## config.mk

```make
export PLATFORM = sky130hd
export DESIGN_NAME = ums_core
export DESIGN_NICKNAME = d
export VERILOG_FILES = /design/src/core/ums_pkg.sv /design/src/core/ums_sync.sv /design/src/core/ums_fifo.sv /design/src/core/ums_core.sv
export SDC_FILE = /design/constraint.sdc
export NUM_CORES = 1
export LEC_CHECK = 0
export ABC_AREA = 0
export BUFFER_PORTS_ARGS = -buffer_cell sky130_fd_sc_hd__buf_2
export CELL_PAD_IN_SITES_DETAIL_PLACEMENT = 0
export CELL_PAD_IN_SITES_GLOBAL_PLACEMENT = 1
export CORE_ASPECT_RATIO = 0.75
export CORE_MARGIN = 2
export CORE_UTILIZATION = 50
export CTS_BUF_LIST = sky130_fd_sc_hd__clkbuf_8 sky130_fd_sc_hd__clkbuf_16
export CTS_CLUSTER_SIZE = 8
export DETAILED_ROUTE_END_ITERATION = 16
export PLACE_DENSITY = 0.77
export SLEW_MARGIN = 20
export SYNTH_ARGS = -nofsm -noshare
export SYNTH_HDL_FRONTEND = slang
export SYNTH_HIERARCHICAL = 1
export SYNTH_SLANG_ARGS = --single-unit
```

## constraint.sdc

```tcl
create_clock -name ref_clk -period 7.8 [get_ports ref_clk]
set_clock_uncertainty 0.2 [all_clocks]
set_input_delay 0.39 -clock ref_clk [delete_from_list [all_inputs] [get_ports ref_clk]]
set_output_delay 0.39 -clock ref_clk [all_outputs]
set_load 0.03 [all_outputs]
```

## src/core/ums_pkg.sv

```systemverilog
/*
 * Shared constants of the modem status, scratchpad and FIFO interrupt block:
 * register indices, field positions, reset values, identification codes.
 * Assumes a byte-wide CPU port with a three-bit register index.
 */
`default_nettype none
package ums_pkg;
    // Register indices on the CPU port
    localparam logic [2:0] UMS_A_DATA = 3'h0;
    localparam logic [2:0] UMS_A_IEN  = 3'h1;
    localparam logic [2:0] UMS_A_IID  = 3'h2;
    localparam logic [2:0] UMS_A_MCTL = 3'h4;
    localparam logic [2:0] UMS_A_LST  = 3'h5;
    localparam logic [2:0] UMS_A_MST  = 3'h6;
    localparam logic [2:0] UMS_A_SCR  = 3'h7;

    // Interrupt enable fields
    localparam int UMS_IEN_RDA = 0;
    localparam int UMS_IEN_THR = 1;
    localparam int UMS_IEN_RLS = 2;
    localparam int UMS_IEN_MST = 3;
    // FIFO control fields
    localparam int UMS_FCR_EN    = 0;
    localparam int UMS_FCR_RXRST = 1;
    localparam int UMS_FCR_TRIG  = 6;
    // Modem control fields
    localparam int UMS_MCR_DTR  = 0;
    localparam int UMS_MCR_RTS  = 1;
    localparam int UMS_MCR_USER_OUTPUT_ONE = 2;
    localparam int UMS_MCR_USER_OUTPUT_TWO = 3;
    localparam int UMS_MCR_LOOP = 4;
    // Modem status fields: change flags low, line levels high
    localparam int UMS_MST_CTS = 0;
    localparam int UMS_MST_DSR = 1;
    localparam int UMS_MST_RI  = 2;
    localparam int UMS_MST_DCD = 3;
    // Line status fields
    localparam int UMS_LST_DR   = 0;
    localparam int UMS_LST_ERR  = 1;
    localparam int UMS_LST_TRANSMIT_HOLDING_EMPTY = 5;
    localparam int UMS_LST_TEMT = 6;

    // Reset values
    localparam logic [7:0] UMS_RST_IEN  = 8'h00;
    localparam logic [7:0] UMS_RST_FCR  = 8'h00;
    localparam logic [7:0] UMS_RST_MCTL = 8'h00;
    localparam logic [7:0] UMS_RST_SCR  = 8'h00;

    // Identification codes, low nibble
    localparam logic [3:0] UMS_ID_NONE = 4'h1;
    localparam logic [3:0] UMS_ID_RLS  = 4'h6;
    localparam logic [3:0] UMS_ID_RDA  = 4'h4;
    localparam logic [3:0] UMS_ID_CTO  = 4'hc;
    localparam logic [3:0] UMS_ID_THR  = 4'h2;
    localparam logic [3:0] UMS_ID_MST  = 4'h0;

    // Timeout length in character times
    localparam logic [7:0] UMS_TO_CHARS = 8'h04;
    // Receive trigger levels, selected by the two trigger bits
    localparam logic [4:0] UMS_TRIG_L0 = 5'h01;
    localparam logic [4:0] UMS_TRIG_L1 = 5'h04;
    localparam logic [4:0] UMS_TRIG_L2 = 5'h08;
    localparam logic [4:0] UMS_TRIG_L3 = 5'h0e;

    typedef enum logic [2:0] {
        UMS_THR_BUSY  = 3'b001,
        UMS_THR_DELAY = 3'b010,
        UMS_THR_EMPTY = 3'b100
    } ums_thr_st_t;
endpackage
`default_nettype wire

```

## src/core/ums_sync.sv

```systemverilog
/*
 * Two-flop synchroniser for a bundle of level inputs.
 * Assumes each bit is slow compared with the clock; no bus coherency.
 */
`timescale 1ns/100ps
`default_nettype none
module ums_sync #(
    parameter int         W   = 4,
    parameter logic [3:0] RST = 4'hf
) (
    input  wire logic         ref_clk,
    input  wire logic         nrst,
    input  wire logic [W-1:0] d,
    output logic      [W-1:0] q
);
    logic [W-1:0] s1_r;
    logic [W-1:0] s2_r;

    always_ff @(posedge ref_clk or negedge nrst) begin
        if (!nrst) begin
            s1_r <= RST[W-1:0];
            s2_r <= RST[W-1:0];
        end else begin
            s1_r <= d;
            s2_r <= s1_r;
        end
    end

    assign q = s2_r;
endmodule
`default_nettype wire

```

## src/core/ums_fifo.sv

```systemverilog
/*
 * Synchronous FIFO with valid/ready on both sides, a fill count and flush.
 * Assumes DEPTH is a power of two.
 */
`timescale 1ns/100ps
`default_nettype none
module ums_fifo #(
    parameter int WIDTH = 8,
    parameter int DEPTH = 16,
    parameter int AW    = $clog2(DEPTH)
) (
    input  wire logic             ref_clk,
    input  wire logic             nrst,
    input  wire logic             flush,
    input  wire logic             in_valid,
    output logic                  in_ready,
    input  wire logic [WIDTH-1:0] in_data,
    output logic                  out_valid,
    input  wire logic             out_ready,
    output logic      [WIDTH-1:0] out_data,
    output logic      [AW:0]      count
);
    logic [WIDTH-1:0] mem [DEPTH];
    logic [AW-1:0]    wp_r, wp_nxt, rp_r, rp_nxt;
    logic [AW:0]      cnt_r, cnt_nxt;
    logic             push, pop;

    assign in_ready  = (cnt_r != DEPTH[AW:0]);
    assign out_valid = (cnt_r != '0);
    assign out_data  = mem[rp_r];
    assign count     = cnt_r;
    assign push      = in_valid && in_ready && !flush;
    assign pop       = out_valid && out_ready && !flush;

    always_comb begin
        wp_nxt  = wp_r;
        rp_nxt  = rp_r;
        cnt_nxt = cnt_r;
        if (flush) begin
            wp_nxt  = '0;
            rp_nxt  = '0;
            cnt_nxt = '0;
        end else begin
            if (push)
                wp_nxt = wp_r + 1'b1;
            if (pop)
                rp_nxt = rp_r + 1'b1;
            if (push && !pop)
                cnt_nxt = cnt_r + 1'b1;
            else if (pop && !push)
                cnt_nxt = cnt_r - 1'b1;
        end
    end

    always_ff @(posedge ref_clk or negedge nrst) begin
        if (!nrst) begin
            wp_r  <= '0;
            rp_r  <= '0;
            cnt_r <= '0;
        end else begin
            wp_r  <= wp_nxt;
            rp_r  <= rp_nxt;
            cnt_r <= cnt_nxt;
        end
    end

    // Storage needs no reset
    always_ff @(posedge ref_clk) begin
        if (push)
            mem[wp_r] <= in_data;
    end
endmodule
`default_nettype wire

```

## src/core/ums_core.sv

```systemverilog
/*
 * Modem status with change flags, scratchpad, receive FIFO with trigger
 * and character timeout, transmit-empty interrupt, and interrupt priority.
 * Assumes a byte CPU port with one-cycle read/write strobes, a receiver
 * that pushes characters with valid/ready, one rclk_tick per bit time, and
 * an outside transmit FIFO that reports its fill.
 */
`timescale 1ns/100ps
`default_nettype none
module ums_core
    import ums_pkg::*;
#(
    parameter int DW    = 8,
    parameter int DEPTH = 16
) (
    input  wire logic          ref_clk,
    input  wire logic          nrst,
    input  wire logic          cpu_rd,
    input  wire logic          cpu_wr,
    input  wire logic [2:0]    cpu_addr,
    input  wire logic [DW-1:0] cpu_wdata,
    output logic      [DW-1:0] cpu_rdata,
    input  wire logic          clear_to_send_n,
    input  wire logic          data_set_ready_n,
    input  wire logic          ring_indicator_n,
    input  wire logic          carrier_detect_n,
    output logic               terminal_ready_n,
    output logic               request_to_send_n,
    input  wire logic          rx_char_valid,
    output logic               rx_char_ready,
    input  wire logic [DW-1:0] rx_char_data,
    input  wire logic          rx_line_event,
    input  wire logic          rclk_tick,
    input  wire logic [3:0]    char_bits,
    input  wire logic [4:0]    tx_fifo_count,
    output logic               tx_wr,
    output logic      [DW-1:0] tx_wr_data,
    output logic               loopback,
    output logic               uart_irq
);
    import ums_pkg::*;

    logic [7:0]  ien_r, ien_nxt, fcr_r, fcr_nxt;
    logic [7:0]  mcr_r, mcr_nxt, scr_r, scr_nxt;
    logic [7:0]  rdata_r, rdata_nxt;
    logic [3:0]  mflag_r, mflag_nxt, prev_r;
    logic        prime_r, rls_r, rls_nxt;
    logic [7:0]  to_cnt_r, to_cnt_nxt;
    logic        cto_r, cto_nxt;
    logic        thr_pend_r, thr_pend_nxt, two_seen_r, two_seen_nxt;
    logic        imm_r, imm_nxt, txw_r;
    logic [3:0]  dly_r, dly_nxt;
    ums_thr_st_t thr_st_r, thr_st_nxt;
    logic [DW-1:0] txd_r;

    logic [3:0]    modem_n, sync_n, src, mevt;
    logic [7:0]    mst_val, lst_val, iid_val;
    logic [3:0]    iid_code;
    logic          fifo_en, rd_data, rd_mst, rd_iid, rd_lst, wr_thr, wr_fcr;
    logic          flush, fifo_out_valid, fifo_in_ready, rda_pend;
    logic          rls_int, rda_int, cto_int, thr_int, mst_int;
    logic [4:0]    fill, trig;
    logic [7:0]    to_limit;
    logic [DW-1:0] fifo_head;

    assign fifo_en = fcr_r[UMS_FCR_EN];
    assign rd_data = cpu_rd && cpu_addr == UMS_A_DATA;
    assign rd_iid  = cpu_rd && cpu_addr == UMS_A_IID;
    assign rd_lst  = cpu_rd && cpu_addr == UMS_A_LST;
    assign rd_mst  = cpu_rd && cpu_addr == UMS_A_MST;
    assign wr_thr  = cpu_wr && cpu_addr == UMS_A_DATA;
    assign wr_fcr  = cpu_wr && cpu_addr == UMS_A_IID;
    // Receive FIFO is flushed on request or when FIFO mode toggles
    assign flush   = wr_fcr && (cpu_wdata[UMS_FCR_RXRST]
                     || cpu_wdata[UMS_FCR_EN] != fifo_en);

    // Modem inputs pass two flops before any edge logic
    assign modem_n = {carrier_detect_n, ring_indicator_n,
                      data_set_ready_n, clear_to_send_n};
    ums_sync #(.W(4), .RST(4'hf)) u_sync (
        .ref_clk (ref_clk),
        .nrst    (nrst),
        .d       (modem_n),
        .q       (sync_n)
    );

    // Asserted levels; loopback feeds control bits back
    assign loopback = mcr_r[UMS_MCR_LOOP];
    assign src = loopback ? {mcr_r[UMS_MCR_USER_OUTPUT_TWO], mcr_r[UMS_MCR_USER_OUTPUT_ONE],
                             mcr_r[UMS_MCR_DTR], mcr_r[UMS_MCR_RTS]}
                          : ~sync_n;
    // Trailing ring edge is ring_n rising, asserted level falling
    assign mevt = prime_r ? {src[3] ^ prev_r[3], prev_r[2] & ~src[2],
                             src[1] ^ prev_r[1], src[0] ^ prev_r[0]}
                          : 4'h0;
    assign mst_val = {src, mflag_r};
    assign terminal_ready_n  = loopback | ~mcr_r[UMS_MCR_DTR];
    assign request_to_send_n = loopback | ~mcr_r[UMS_MCR_RTS];

    // Receive path, one word deep outside FIFO mode
    ums_fifo #(.WIDTH(DW), .DEPTH(DEPTH)) u_rxf (
        .ref_clk   (ref_clk),
        .nrst      (nrst),
        .flush     (flush),
        .in_valid  (rx_char_valid),
        .in_ready  (fifo_in_ready),
        .in_data   (rx_char_data),
        .out_valid (fifo_out_valid),
        .out_ready (rd_data),
        .out_data  (fifo_head),
        .count     (fill)
    );
    assign rx_char_ready = fifo_in_ready && (fifo_en || fill == 5'h00);

    always_comb begin
        case (fcr_r[UMS_FCR_TRIG +: 2])
            2'h0:    trig = UMS_TRIG_L0;
            2'h1:    trig = UMS_TRIG_L1;
            2'h2:    trig = UMS_TRIG_L2;
            default: trig = UMS_TRIG_L3;
        endcase
    end
    assign rda_pend = fifo_en ? (fill >= trig) : fifo_out_valid;
    assign to_limit = UMS_TO_CHARS * {4'h0, char_bits};

    // Sources gated by their enables; polled mode is all enables off
    assign rls_int = rls_r && ien_r[UMS_IEN_RLS];
    assign rda_int = rda_pend && ien_r[UMS_IEN_RDA];
    assign cto_int = cto_r && ien_r[UMS_IEN_RDA];
    assign thr_int = thr_pend_r && ien_r[UMS_IEN_THR];
    assign mst_int = (mflag_r != 4'h0) && ien_r[UMS_IEN_MST];

    // Fixed priority: line status, received data/timeout, empty, modem
    always_comb begin
        if (rls_int)
            iid_code = UMS_ID_RLS;
        else if (rda_int)
            iid_code = UMS_ID_RDA;
        else if (cto_int)
            iid_code = UMS_ID_CTO;
        else if (thr_int)
            iid_code = UMS_ID_THR;
        else if (mst_int)
            iid_code = UMS_ID_MST;
        else
            iid_code = UMS_ID_NONE;
    end
    assign iid_val  = {fifo_en, fifo_en, 2'b00, iid_code};
    assign uart_irq = (iid_code != UMS_ID_NONE);
    assign lst_val  = {1'b0, tx_fifo_count == 5'h00,
                       thr_st_r == UMS_THR_EMPTY, 3'b000, rls_r,
                       fifo_out_valid};

    // Register writes, flags and read data
    always_comb begin
        ien_nxt   = ien_r;
        fcr_nxt   = fcr_r;
        mcr_nxt   = mcr_r;
        scr_nxt   = scr_r;
        rdata_nxt = rdata_r;
        if (cpu_wr) begin
            case (cpu_addr)
                UMS_A_IEN:  ien_nxt = {4'h0, cpu_wdata[3:0]};
                UMS_A_IID:  fcr_nxt = {cpu_wdata[7:6], 5'h00,
                                       cpu_wdata[UMS_FCR_EN]};
                UMS_A_MCTL: mcr_nxt = {3'h0, cpu_wdata[4:0]};
                UMS_A_SCR:  scr_nxt = cpu_wdata;
                default:    ;
            endcase
        end
        if (cpu_rd) begin
            case (cpu_addr)
                UMS_A_DATA: rdata_nxt = fifo_out_valid ? fifo_head : 8'h00;
                UMS_A_IEN:  rdata_nxt = ien_r;
                UMS_A_IID:  rdata_nxt = iid_val;
                UMS_A_MCTL: rdata_nxt = mcr_r;
                UMS_A_LST:  rdata_nxt = lst_val;
                UMS_A_MST:  rdata_nxt = mst_val;
                UMS_A_SCR:  rdata_nxt = scr_r;
                default:    rdata_nxt = 8'h00;
            endcase
        end
        // A new event wins over the clear of the same cycle
        mflag_nxt = (rd_mst ? 4'h0 : mflag_r) | mevt;
        rls_nxt   = (rd_lst ? 1'b0 : rls_r) | rx_line_event;
    end

    // Character timeout timer
    always_comb begin
        to_cnt_nxt = to_cnt_r;
        cto_nxt    = cto_r;
        if (!fifo_en || !fifo_out_valid || flush) begin
            to_cnt_nxt = 8'h00;
            cto_nxt    = 1'b0;
        end else if (cto_r) begin
            if (rd_data) begin
                to_cnt_nxt = 8'h00;
                cto_nxt    = 1'b0;
            end
        end else if (rd_data || (rx_char_valid && rx_char_ready)) begin
            to_cnt_nxt = 8'h00;
        end else if (to_cnt_r >= to_limit) begin
            cto_nxt = 1'b1;
        end else if (rclk_tick) begin
            to_cnt_nxt = to_cnt_r + 8'h01;
        end
    end

    // Transmit-empty tracking with single-byte delay
    always_comb begin
        thr_st_nxt   = thr_st_r;
        dly_nxt      = dly_r;
        imm_nxt      = imm_r | (wr_fcr && cpu_wdata[UMS_FCR_EN] != fifo_en);
        two_seen_nxt = two_seen_r | (tx_fifo_count >= 5'h02);
        thr_pend_nxt = thr_pend_r;
        if (wr_thr || (rd_iid && iid_code == UMS_ID_THR))
            thr_pend_nxt = 1'b0;
        case (thr_st_r)
            UMS_THR_BUSY: begin
                if (tx_fifo_count == 5'h00) begin
                    if (imm_r || two_seen_r) begin
                        thr_st_nxt   = UMS_THR_EMPTY;
                        thr_pend_nxt = 1'b1;
                        imm_nxt      = 1'b0;
                    end else begin
                        thr_st_nxt = UMS_THR_DELAY;
                        dly_nxt    = char_bits - 4'h1;
                    end
                end
            end
            UMS_THR_DELAY: begin
                if (tx_fifo_count != 5'h00) begin
                    thr_st_nxt = UMS_THR_BUSY;
                end else if (dly_r == 4'h0 || imm_r) begin
                    thr_st_nxt   = UMS_THR_EMPTY;
                    thr_pend_nxt = 1'b1;
                    imm_nxt      = 1'b0;
                end else if (rclk_tick) begin
                    dly_nxt = dly_r - 4'h1;
                end
            end
            UMS_THR_EMPTY: begin
                two_seen_nxt = 1'b0;
                if (tx_fifo_count != 5'h00)
                    thr_st_nxt = UMS_THR_BUSY;
            end
            default: thr_st_nxt = UMS_THR_BUSY;
        endcase
    end

    always_ff @(posedge ref_clk or negedge nrst) begin
        if (!nrst) begin
            ien_r      <= UMS_RST_IEN;
            fcr_r      <= UMS_RST_FCR;
            mcr_r      <= UMS_RST_MCTL;
            scr_r      <= UMS_RST_SCR;
            rdata_r    <= 8'h00;
            mflag_r    <= 4'h0;
            prev_r     <= 4'h0;
            prime_r    <= 1'b0;
            rls_r      <= 1'b0;
            to_cnt_r   <= 8'h00;
            cto_r      <= 1'b0;
            thr_st_r   <= UMS_THR_EMPTY;
            thr_pend_r <= 1'b0;
            two_seen_r <= 1'b0;
            imm_r      <= 1'b1;
            dly_r      <= 4'h0;
            txw_r      <= 1'b0;
            txd_r      <= '0;
        end else begin
            ien_r      <= ien_nxt;
            fcr_r      <= fcr_nxt;
            mcr_r      <= mcr_nxt;
            scr_r      <= scr_nxt;
            rdata_r    <= rdata_nxt;
            mflag_r    <= mflag_nxt;
            prev_r     <= src;
            prime_r    <= 1'b1;
            rls_r      <= rls_nxt;
            to_cnt_r   <= to_cnt_nxt;
            cto_r      <= cto_nxt;
            thr_st_r   <= thr_st_nxt;
            thr_pend_r <= thr_pend_nxt;
            two_seen_r <= two_seen_nxt;
            imm_r      <= imm_nxt;
            dly_r      <= dly_nxt;
            txw_r      <= wr_thr;
            txd_r      <= wr_thr ? cpu_wdata : txd_r;
        end
    end

    assign cpu_rdata  = rdata_r;
    assign tx_wr      = txw_r;
    assign tx_wr_data = txd_r;

    a_cts_change_flag: assert property (@(posedge ref_clk) disable iff (!nrst)
        (prime_r && src[0] != prev_r[0]) |=> mflag_r[0])
        else $error("cts change did not set its flag");
    a_mst_read_clear: assert property (@(posedge ref_clk) disable iff (!nrst)
        (rd_mst && mevt == 4'h0) |=> mflag_r == 4'h0)
        else $error("modem status read left a flag set");
    a_ring_edge_only: assert property (@(posedge ref_clk) disable iff (!nrst)
        (!mflag_r[2] && !(prev_r[2] && !src[2])) |=> !mflag_r[2])
        else $error("ring flag set without trailing edge");
    a_mst_irq_raise: assert property (@(posedge ref_clk) disable iff (!nrst)
        (mflag_r != 4'h0 && ien_r[UMS_IEN_MST]) |-> uart_irq)
        else $error("modem flag without interrupt");
    a_loop_mirror: assert property (@(posedge ref_clk) disable iff (!nrst)
        loopback |-> mst_val[7:4] == {mcr_r[3], mcr_r[2], mcr_r[0],
                                      mcr_r[1]})
        else $error("loopback status bits wrong");
    a_scratch_hold: assert property (@(posedge ref_clk) disable iff (!nrst)
        (cpu_wr && cpu_addr == UMS_A_SCR) ##1 (cpu_rd && cpu_addr == UMS_A_SCR
        && !cpu_wr) |=> cpu_rdata == $past(cpu_wdata, 2))
        else $error("scratchpad lost its value");
    a_rda_trigger: assert property (@(posedge ref_clk) disable iff (!nrst)
        (fifo_en && ien_r[UMS_IEN_RDA] && fill >= trig && !rls_int)
        |-> iid_code == UMS_ID_RDA)
        else $error("trigger level not reported");
    a_rls_first: assert property (@(posedge ref_clk) disable iff (!nrst)
        rls_int |-> iid_val[3:0] == UMS_ID_RLS)
        else $error("line status not highest");
    a_dr_follows_fill: assert property (@(posedge ref_clk) disable iff (!nrst)
        lst_val[UMS_LST_DR] == (fill != 5'h00))
        else $error("data ready disagrees with fill");
    a_timeout_fire: assert property (@(posedge ref_clk) disable iff (!nrst)
        (fifo_en && fifo_out_valid && !cto_r && to_cnt_r >= to_limit
         && !rd_data && !rx_char_valid && !flush) |=> cto_r)
        else $error("timeout did not fire");
    a_timeout_clear: assert property (@(posedge ref_clk) disable iff (!nrst)
        (cto_r && rd_data) |=> !cto_r && to_cnt_r == 8'h00)
        else $error("read did not clear timeout");
    a_thr_clear: assert property (@(posedge ref_clk) disable iff (!nrst)
        (wr_thr && (thr_st_r == UMS_THR_EMPTY || thr_st_nxt != UMS_THR_EMPTY))
        |=> !thr_pend_r)
        else $error("holding write did not clear empty interrupt");
endmodule
`default_nettype wire

```

# Word-level counts from Yosys, hierarchy flattened
# Memory sizes are Yosys's and may differ from the RTL's.
# Cells that the tools add are included.
[totals]
output_inout_bits = 22
rom_bits = 0
memories = 1
latchBits = 0
word_cells = 184
in_bits = 39
ram_bits = 128
register_bits = 87
[op_classes]
eq_ne = 24
add_sub_neg = 7
n_mul = 0
n_bitwise = 14
n_div = 0
shift = 0
muxes = 57
magnitude_cmp = 3
n_reduce_logical = 55
[mem_list]
columns = ["name", "depth", "width", "read_ports", "rd_ports_with_merged_regs", "write_ports", "line", "source"]
rows = [
  ["u_rxf.mem", 16, 8, 1, 0, 1, "ums_fifo.sv:23", "logic [WIDTH-1:0] mem [DEPTH];"],
]
[ops]
columns = ["cell", "count"]
rows = [
  ["4-bit two-way mux", 15],
  ["8-bit two-way mux", 7],
  ["8-bit one-hot mux with 7 select lines", 1],
  ["1-bit logical AND", 22],
  ["1-bit two-way mux", 20],
  ["3-bit == test, second input constant", 5],
  ["3-bit two-way mux", 5],
  ["5-bit two-way mux", 3],
  ["4-bit one-hot mux with 3 select lines", 1],
  ["5-bit zero test", 2],
  ["2-bit inequality test, second input constant", 5],
  ["5-bit nonzero test", 2],
  ["3-bit one-hot mux with 3 select lines", 1],
  ["4-bit by 1-bit adder with 4-bit output, second input constant", 2],
  ["8-bit by 1-bit adder with 8-bit output, second input constant", 1],
  ["8-bit by 6-bit greater-or-equal comparator with 1-bit output", 1],
  ["1-bit logical OR", 8],
  ["4-bit one-hot mux with 2 select lines", 1],
  ["2-bit AND reduction", 4],
  ["4-bit nonzero test", 2],
  ["4-bit by 1-bit subtractor with 4-bit output, second input constant", 2],
  ["3-bit by 1-bit == test with 1-bit output, second input constant", 2],
  ["3-bit by 2-bit == test with 1-bit output, second input constant", 2],
  ["3-bit AND reduction", 2],
  ["other kinds (29)", 44],
]

# Longest topological paths before layout
[logic_depth]
depth_word = 14
ltp_mapped = 13
mapped_depth_nobuf = 11

# Hierarchy
# Netlist, hierarchy kept.
[by_module_without_submodules]
columns = ["module", "cells_per_inst", "instances", "area_each_um2", "seq_area_each_um2"]
rows = [
  ["ums_fifo", 356, 1, 5914.4, 4169.0],
  ["ums_core", 350, 1, 3598.5, 1654.1],
  ["ums_sync", 8, 1, 210.2, 210.2],
]

# Least setup slack after synthesis
# Ideal clock, no wire load.
[synth_timing]
kind = "input -> register"
startpoint = "input port cpu_addr[0]"
endpoint = "register u_rxf.cnt_r[4] (netlist: u_rxf/count[4])"
required_ns = 7.471
t_arrival_ns = 2.888
n_path_buf = 3
setup_slack_ns = 4.583
setup_ns = 0.129
path_stages = 13
path_cell_list = "buf_2 -> clkbuf_1 -> nor3_1 -> nand2_1 -> nor2_1 -> clkbuf_1 -> a211oi_1 -> nand2_1 -> fa_1 -> a21o_1 -> a21o_1 -> mux2i_1 -> nand3_1"
[synth_via]
elab_chain_cells = 9
word_cells_on_any_way = 16
classes_between = "1 x eq/ne; 2 x mux; 13 x reduce/logical"
[synth_lines]
columns = ["element", "line", "source"]
rows = [
  ["start, declared", "ums_core.sv:20", "input wire logic [2:0] cpu_addr,"],
  ["3-bit by 2-bit == test with 1-bit output (*)", "ums_core.sv:72", "assign wr_fcr = cpu_wr && cpu_addr == UMS_A_IID;"],
  ["1-bit logical AND (*)", "ums_core.sv:72", ""],
  ["1-bit logical AND (*)", "ums_core.sv:74", "assign flush = wr_fcr && (cpu_wdata[UMS_FCR_RXRST]"],
  ["named net flush", "ums_core.sv:60", "logic flush, fifo_out_valid, fifo_in_ready, rda_pend;"],
  ["1-bit zero test", "ums_fifo.sv:32, ums_fifo.sv:33", ""],
  ["1-bit logical AND", "ums_fifo.sv:33", "assign pop = out_valid && out_ready && !flush;"],
  ["1-bit zero test", "ums_fifo.sv:48", "if (push && !pop)"],
  ["1-bit logical AND", "ums_fifo.sv:48", ""],
  ["5-bit two-way mux", "ums_fifo.sv:48", ""],
  ["5-bit two-way mux", "ums_fifo.sv:39", "if (flush) begin"],
  ["end signal, assigned", "ums_fifo.sv:63", "cnt_r <= cnt_nxt;"],
  ["end, declared", "ums_fifo.sv:25", "logic [AW:0] cnt_r, cnt_nxt;"],
]
# The timed path passes the listed nets; every way through them passes the cells marked *.
# A chain may end at the register's enable or synchronous reset.

# Worst setup path after layout
[layout_timing]
startpoint = "register u_rxf.cnt_r[3] (netlist: u_rxf/count[3])"
endpoint = "output port uart_irq"
[layout_via]
elab_chain_cells = 6
word_cells_on_any_way = 7
classes_between = "1 x order compare; 1 x eq/ne; 3 x mux; 2 x reduce/logical"
[layout_lines]
columns = ["element", "line", "source"]
rows = [
  ["5-bit nonzero test", "ums_fifo.sv:29", "assign out_valid = (cnt_r != '0);"],
  ["named net fifo_out_valid", "ums_core.sv:60", ""],
  ["1-bit two-way mux", "ums_core.sv:123", "assign rda_pend = fifo_en ? (fill >= trig) : fifo_out_valid;"],
  ["1-bit logical AND", "ums_core.sv:128", "assign rda_int = rda_pend && ien_r[UMS_IEN_RDA];"],
  ["4-bit two-way mux", "ums_core.sv:137", "else if (rda_int)"],
  ["4-bit two-way mux", "ums_core.sv:135", "if (rls_int)"],
  ["4-bit by 1-bit inequality test with 1-bit output", "ums_core.sv:149", "assign uart_irq = (iid_code != UMS_ID_NONE);"],
  ["end, declared", "ums_core.sv:39", "output logic uart_irq"],
]
# The timed path passes the listed nets, and every way through them passes these cells.

==> out/summary.json <==
{
  "sta": {
    "finalCriticalPeriod_ps": 3810,
    "tns_ps": 0,
    "max-slew-margin-rel": 0.278,
    "report.final.slew_viol_count": 0,
    "max_freq_ghz": 0.263,
    "worst_hold_slack_ps": 32.4,
    "rsz_0062_raised_after_global_routing": "false",
    "transition_time_of_the_tightest_slew_check_pin_ps": 1080,
    "post_route_fraction_of_the_period_consumed_by_the_critical_path": 0.488,
    "setup_viol_count_final": 0,
    "fin_ws_ps": 3990,
    "report.final.hold_viol_count": 0
  },
  "power": {
    "leakage_nw": 4.42,
    "finalPower_mw": 3.51,
    "ir_worst_vdd_uv": 208,
    "cellPowerDensity_nw_per_um2": 311
  },
  "place": {
    "place_congestion": 0.895,
    "post_dp_cell_area_um2": 10200,
    "port_buffers": 60,
    "detailedPlace.worstSlack_ps": 4160,
    "dp_hpwl_um": 15000
  },
  "setup_path": {
    "ff2ff_setup_slack_ps": 4410,
    "critPathLaunchType": "flip-flop",
    "timing.critical_path.required_ps": 7210,
    "path_max_fanout": 8,
    "type_of_the_worst_setup_path": "flip-flop to output port",
    "cp-end-kind": "output port",
    "cp_data_arrival_time_ps": 3220,
    "path_buf_inv": 1,
    "critPathTopFamily": "simple AND/OR/NAND/NOR gates",
    "crit_path_cells": "nor4_4, nand2_1, o21ai_0, o21ai_0, a211oi_1, nand2_1, buf_2",
    "slowest_stage": "sky130_fd_sc_hd__nor4_4",
    "max_stage_delay_ps": 610
  },
  "clock_tree": {
    "clk_pin_slew_ps": 50,
    "postCtsResizedCells": 0,
    "h-tree-depth": 1,
    "insertion_delay_to_the_later_sink_of_the_worst_skew_pair_ps": 570,
    "cts_tree": "built",
    "clock-sinks": 215,
    "post-cts-setup-buffer-count": 0,
    "cts_root_buffer": "sky130_fd_sc_hd__clkbuf_16",
    "cts-buffers-inserted": 30,
    "cts_max_path_buffers": 3
  },
  "drt": {
    "detail-route-antenna-nets": 0,
    "first_pass_iters": 5,
    "drt_iter0_drc": 675,
    "routed_wire_length_per_instance_um": 20.3,
    "route.detailed.drc": 0,
    "vias": 6314,
    "route.final.wire_length_um": 21800,
    "drt-vias-per-instance": 5.88
  },
  "yosys": {
    "syn-cell-area_um2": 9720,
    "yosys.cell_count.top_type": "sky130_fd_sc_hd__edfxtp_1",
    "cell_type_with_the_largest_total_area_after_synthesis": "sky130_fd_sc_hd__edfxtp_1",
    "ffs_w_async_s_r_synth": 0.405,
    "synth_common_cells": "sky130_fd_sc_hd__edfxtp_1 (128), sky130_fd_sc_hd__dfrtp_1 (77), sky130_fd_sc_hd__nand2_1 (50)",
    "ys_top_cells_by_area": "sky130_fd_sc_hd__edfxtp_1 (40%), sky130_fd_sc_hd__dfrtp_1 (20%), sky130_fd_sc_hd__mux2i_1 (5.0%)",
    "synth_seq_cells": 215,
    "synth-edff-count": 128,
    "seq_area_frac_synth": 0.621,
    "netlist.area_leader.share": 0.395,
    "synth_fp_nets": 774,
    "synthFlopType": "sky130_fd_sc_hd__edfxtp_1",
    "synthCells": 714,
    "yosysWarnings": 6,
    "synth_cell_type_count": 66,
    "syn_avg_cell_area_um2": 13.6
  },
  "die": {
    "core_area_um2": 19200,
    "starting_density_of_the_core": 0.506,
    "number_of_standard_cell_rows_in_the_floorplan": 44,
    "die_width_um": 165,
    "floorplan.io_pins": 61,
    "die-height_um": 125,
    "fp.dieArea_um2": 20600
  },
  "global_routing": {
    "antenna_found_initial": 0,
    "grt-ovfl-total": 0,
    "number_of_global_route_vias_before_repair": 6049,
    "grt_util_all_layers": 0.216,
    "grt_pass1_wl_um": 34300,
    "grt_max_degree": 77
  },
  "final_layout": {
    "post_route_cells_drive_above_1_share": 0.201,
    "syn_to_final_growth_pct": 16.2,
    "nets": 855,
    "final_design_area_no_fill_um2": 11300,
    "fillCellCount": 1497
  },
  "run_status": {
    "run_status": "finished, final reports clean"
  },
  "flow_run": {
    "timing.max_cap.violations": 0
  },
  "worst_hold_path": {
    "hp-class": "input pin to flip-flop"
  }
}
[final cells by class]
type                    instances  area (um^2)  share of cell area
clock buffers                  30          751              0.0665
multi-input cells             437         3450               0.305
well taps                     253          317              0.0280
clock inverters                26          124              0.0110
repair buffers                 82          513              0.0454
inverters                      29          109             0.00964
flip-flops and latches        215         6030               0.534
diodes                          1         2.50            0.000222
[placed cells by master, fill, tap and decap left out, types with 4 or more instances in the layout]
cell | netlist | layout
sky130_fd_sc_hd__a221oi_1 | 17 | 17
sky130_fd_sc_hd__edfxtp_1 | 128 | 128
sky130_fd_sc_hd__nor2_1 | 42 | 42
sky130_fd_sc_hd__mux2i_1 | 49 | 49
sky130_fd_sc_hd__nor2b_1 | 8 | 8
sky130_fd_sc_hd__a21o_1 | 4 | 4
sky130_fd_sc_hd__mux2_2 | 24 | 24
sky130_fd_sc_hd__and3_1 | 6 | 6
sky130_fd_sc_hd__nor4_1 | 4 | 4
sky130_fd_sc_hd__a21oi_1 | 16 | 16
sky130_fd_sc_hd__o21ai_0 | 36 | 36
sky130_fd_sc_hd__dfstp_2 | 10 | 10
sky130_fd_sc_hd__o2bb2ai_1 | 4 | 4
sky130_fd_sc_hd__or3_1 | 4 | 4
sky130_fd_sc_hd__and2_1 | 9 | 9
sky130_fd_sc_hd__inv_1 | 27 | 52
sky130_fd_sc_hd__xnor2_1 | 5 | 5
sky130_fd_sc_hd__mux4_2 | 17 | 17
sky130_fd_sc_hd__ha_1 | 20 | 20
sky130_fd_sc_hd__nand4_1 | 4 | 4
sky130_fd_sc_hd__nand2b_1 | 9 | 9
sky130_fd_sc_hd__nand3_1 | 15 | 15
sky130_fd_sc_hd__nor3_1 | 13 | 9
sky130_fd_sc_hd__clkbuf_16 | 0 | 30
sky130_fd_sc_hd__a22o_1 | 5 | 5
sky130_fd_sc_hd__a211oi_1 | 5 | 5
sky130_fd_sc_hd__o31ai_1 | 4 | 4
sky130_fd_sc_hd__nand2_1 | 50 | 50
sky130_fd_sc_hd__dlygate4sd3_1 | 0 | 18
sky130_fd_sc_hd__nor3_2 | 1 | 5
sky130_fd_sc_hd__a22oi_1 | 12 | 12
sky130_fd_sc_hd__xor2_1 | 6 | 6
sky130_fd_sc_hd__buf_2 | 13 | 59
sky130_fd_sc_hd__buf_4 | 0 | 5
sky130_fd_sc_hd__dfrtp_1 | 77 | 76
[worst reg2reg max path: cells and delay by family, from the launching register on]
family	cells	cell delay, ps
compound gates	3	910
simple gates	4	570
flops	1	500
fa+ha+maj	1	470
xor+xnor	1	230
buf+inv	1	180
mux	1	160
[power breakdown]
part	internal [mW]	switching (mW)	total [mW]
logic	0.353	0.470	0.823
registers	1.36	0.177	1.54
clock network	0.687	0.462	1.15
[metrics by stage]
step | util | cells
after global placement | 0.532 | 998
after detailed placement | 0.532 | 998
final | 0.588 | 1073
after CTS | 0.587 | 1072
after floorplan | - | 714
after global routing | 0.588 | 1072
[kinds of logic (layout without fill, tap and decap cells)]
logic type      Yosys count  in the layout  synth area share
compound gates          137            137             0.102
xor+xnor                 11             11           0.00991
buf+inv                  62            167            0.0272
mux                      91             91             0.119
flops                   215            215             0.621
simple gates            176            176            0.0929
other cells               1              2          0.000386
fa+ha+maj                21             21            0.0278
[metal layers]
layer  track usage  vias to the layer above  routed length [um]
li1              -                     2886                   -
met1         0.351                     3158               10500
met2         0.304                      228                9380
met3        0.0343                       42                1430
met4        0.0527                        0                 415
met5             0                        -                   0
[worst paths after layout]
check,end,cells after the start,from
worst max-delay path,uart_irq,7,u_rxf/count[3]
worst min-delay path,two_seen_r,4,tx_fifo_count[4]
worst max register to register,u_rxf/count[4],11,fcr_r[0]
worst min register to register,u_sync/q[0],0,u_sync/s1_r[0]
max in group asynchronous,u_rxf/rp_r[0],3,nrst
min in group asynchronous,dly_r[0],2,nrst
[sequential cells by signal (all words and copies together) (netlist names), 3 cells and up]
signal,count
u_rxf/wp_r,4
u_rxf/count,5
scr_r,8
fcr_r,3
prev_r,4
u_rxf/mem,128
dly_r,4
u_sync/q,4
to_cnt_r,8
thr_st_r,3
u_sync/s1_r,4
cpu_rdata,8
ien_r,4
mcr_r,5
mflag_r,4
tx_wr_data,8
u_rxf/rp_r,4
[what timing repair did]
action / in CTS / in global routing
setup endpoints to repair: 0 / 0
hold endpoints to repair: 46 / 0
hold buffers: 18 / 0
Note: power is estimated with default switching activity, not from simulation.
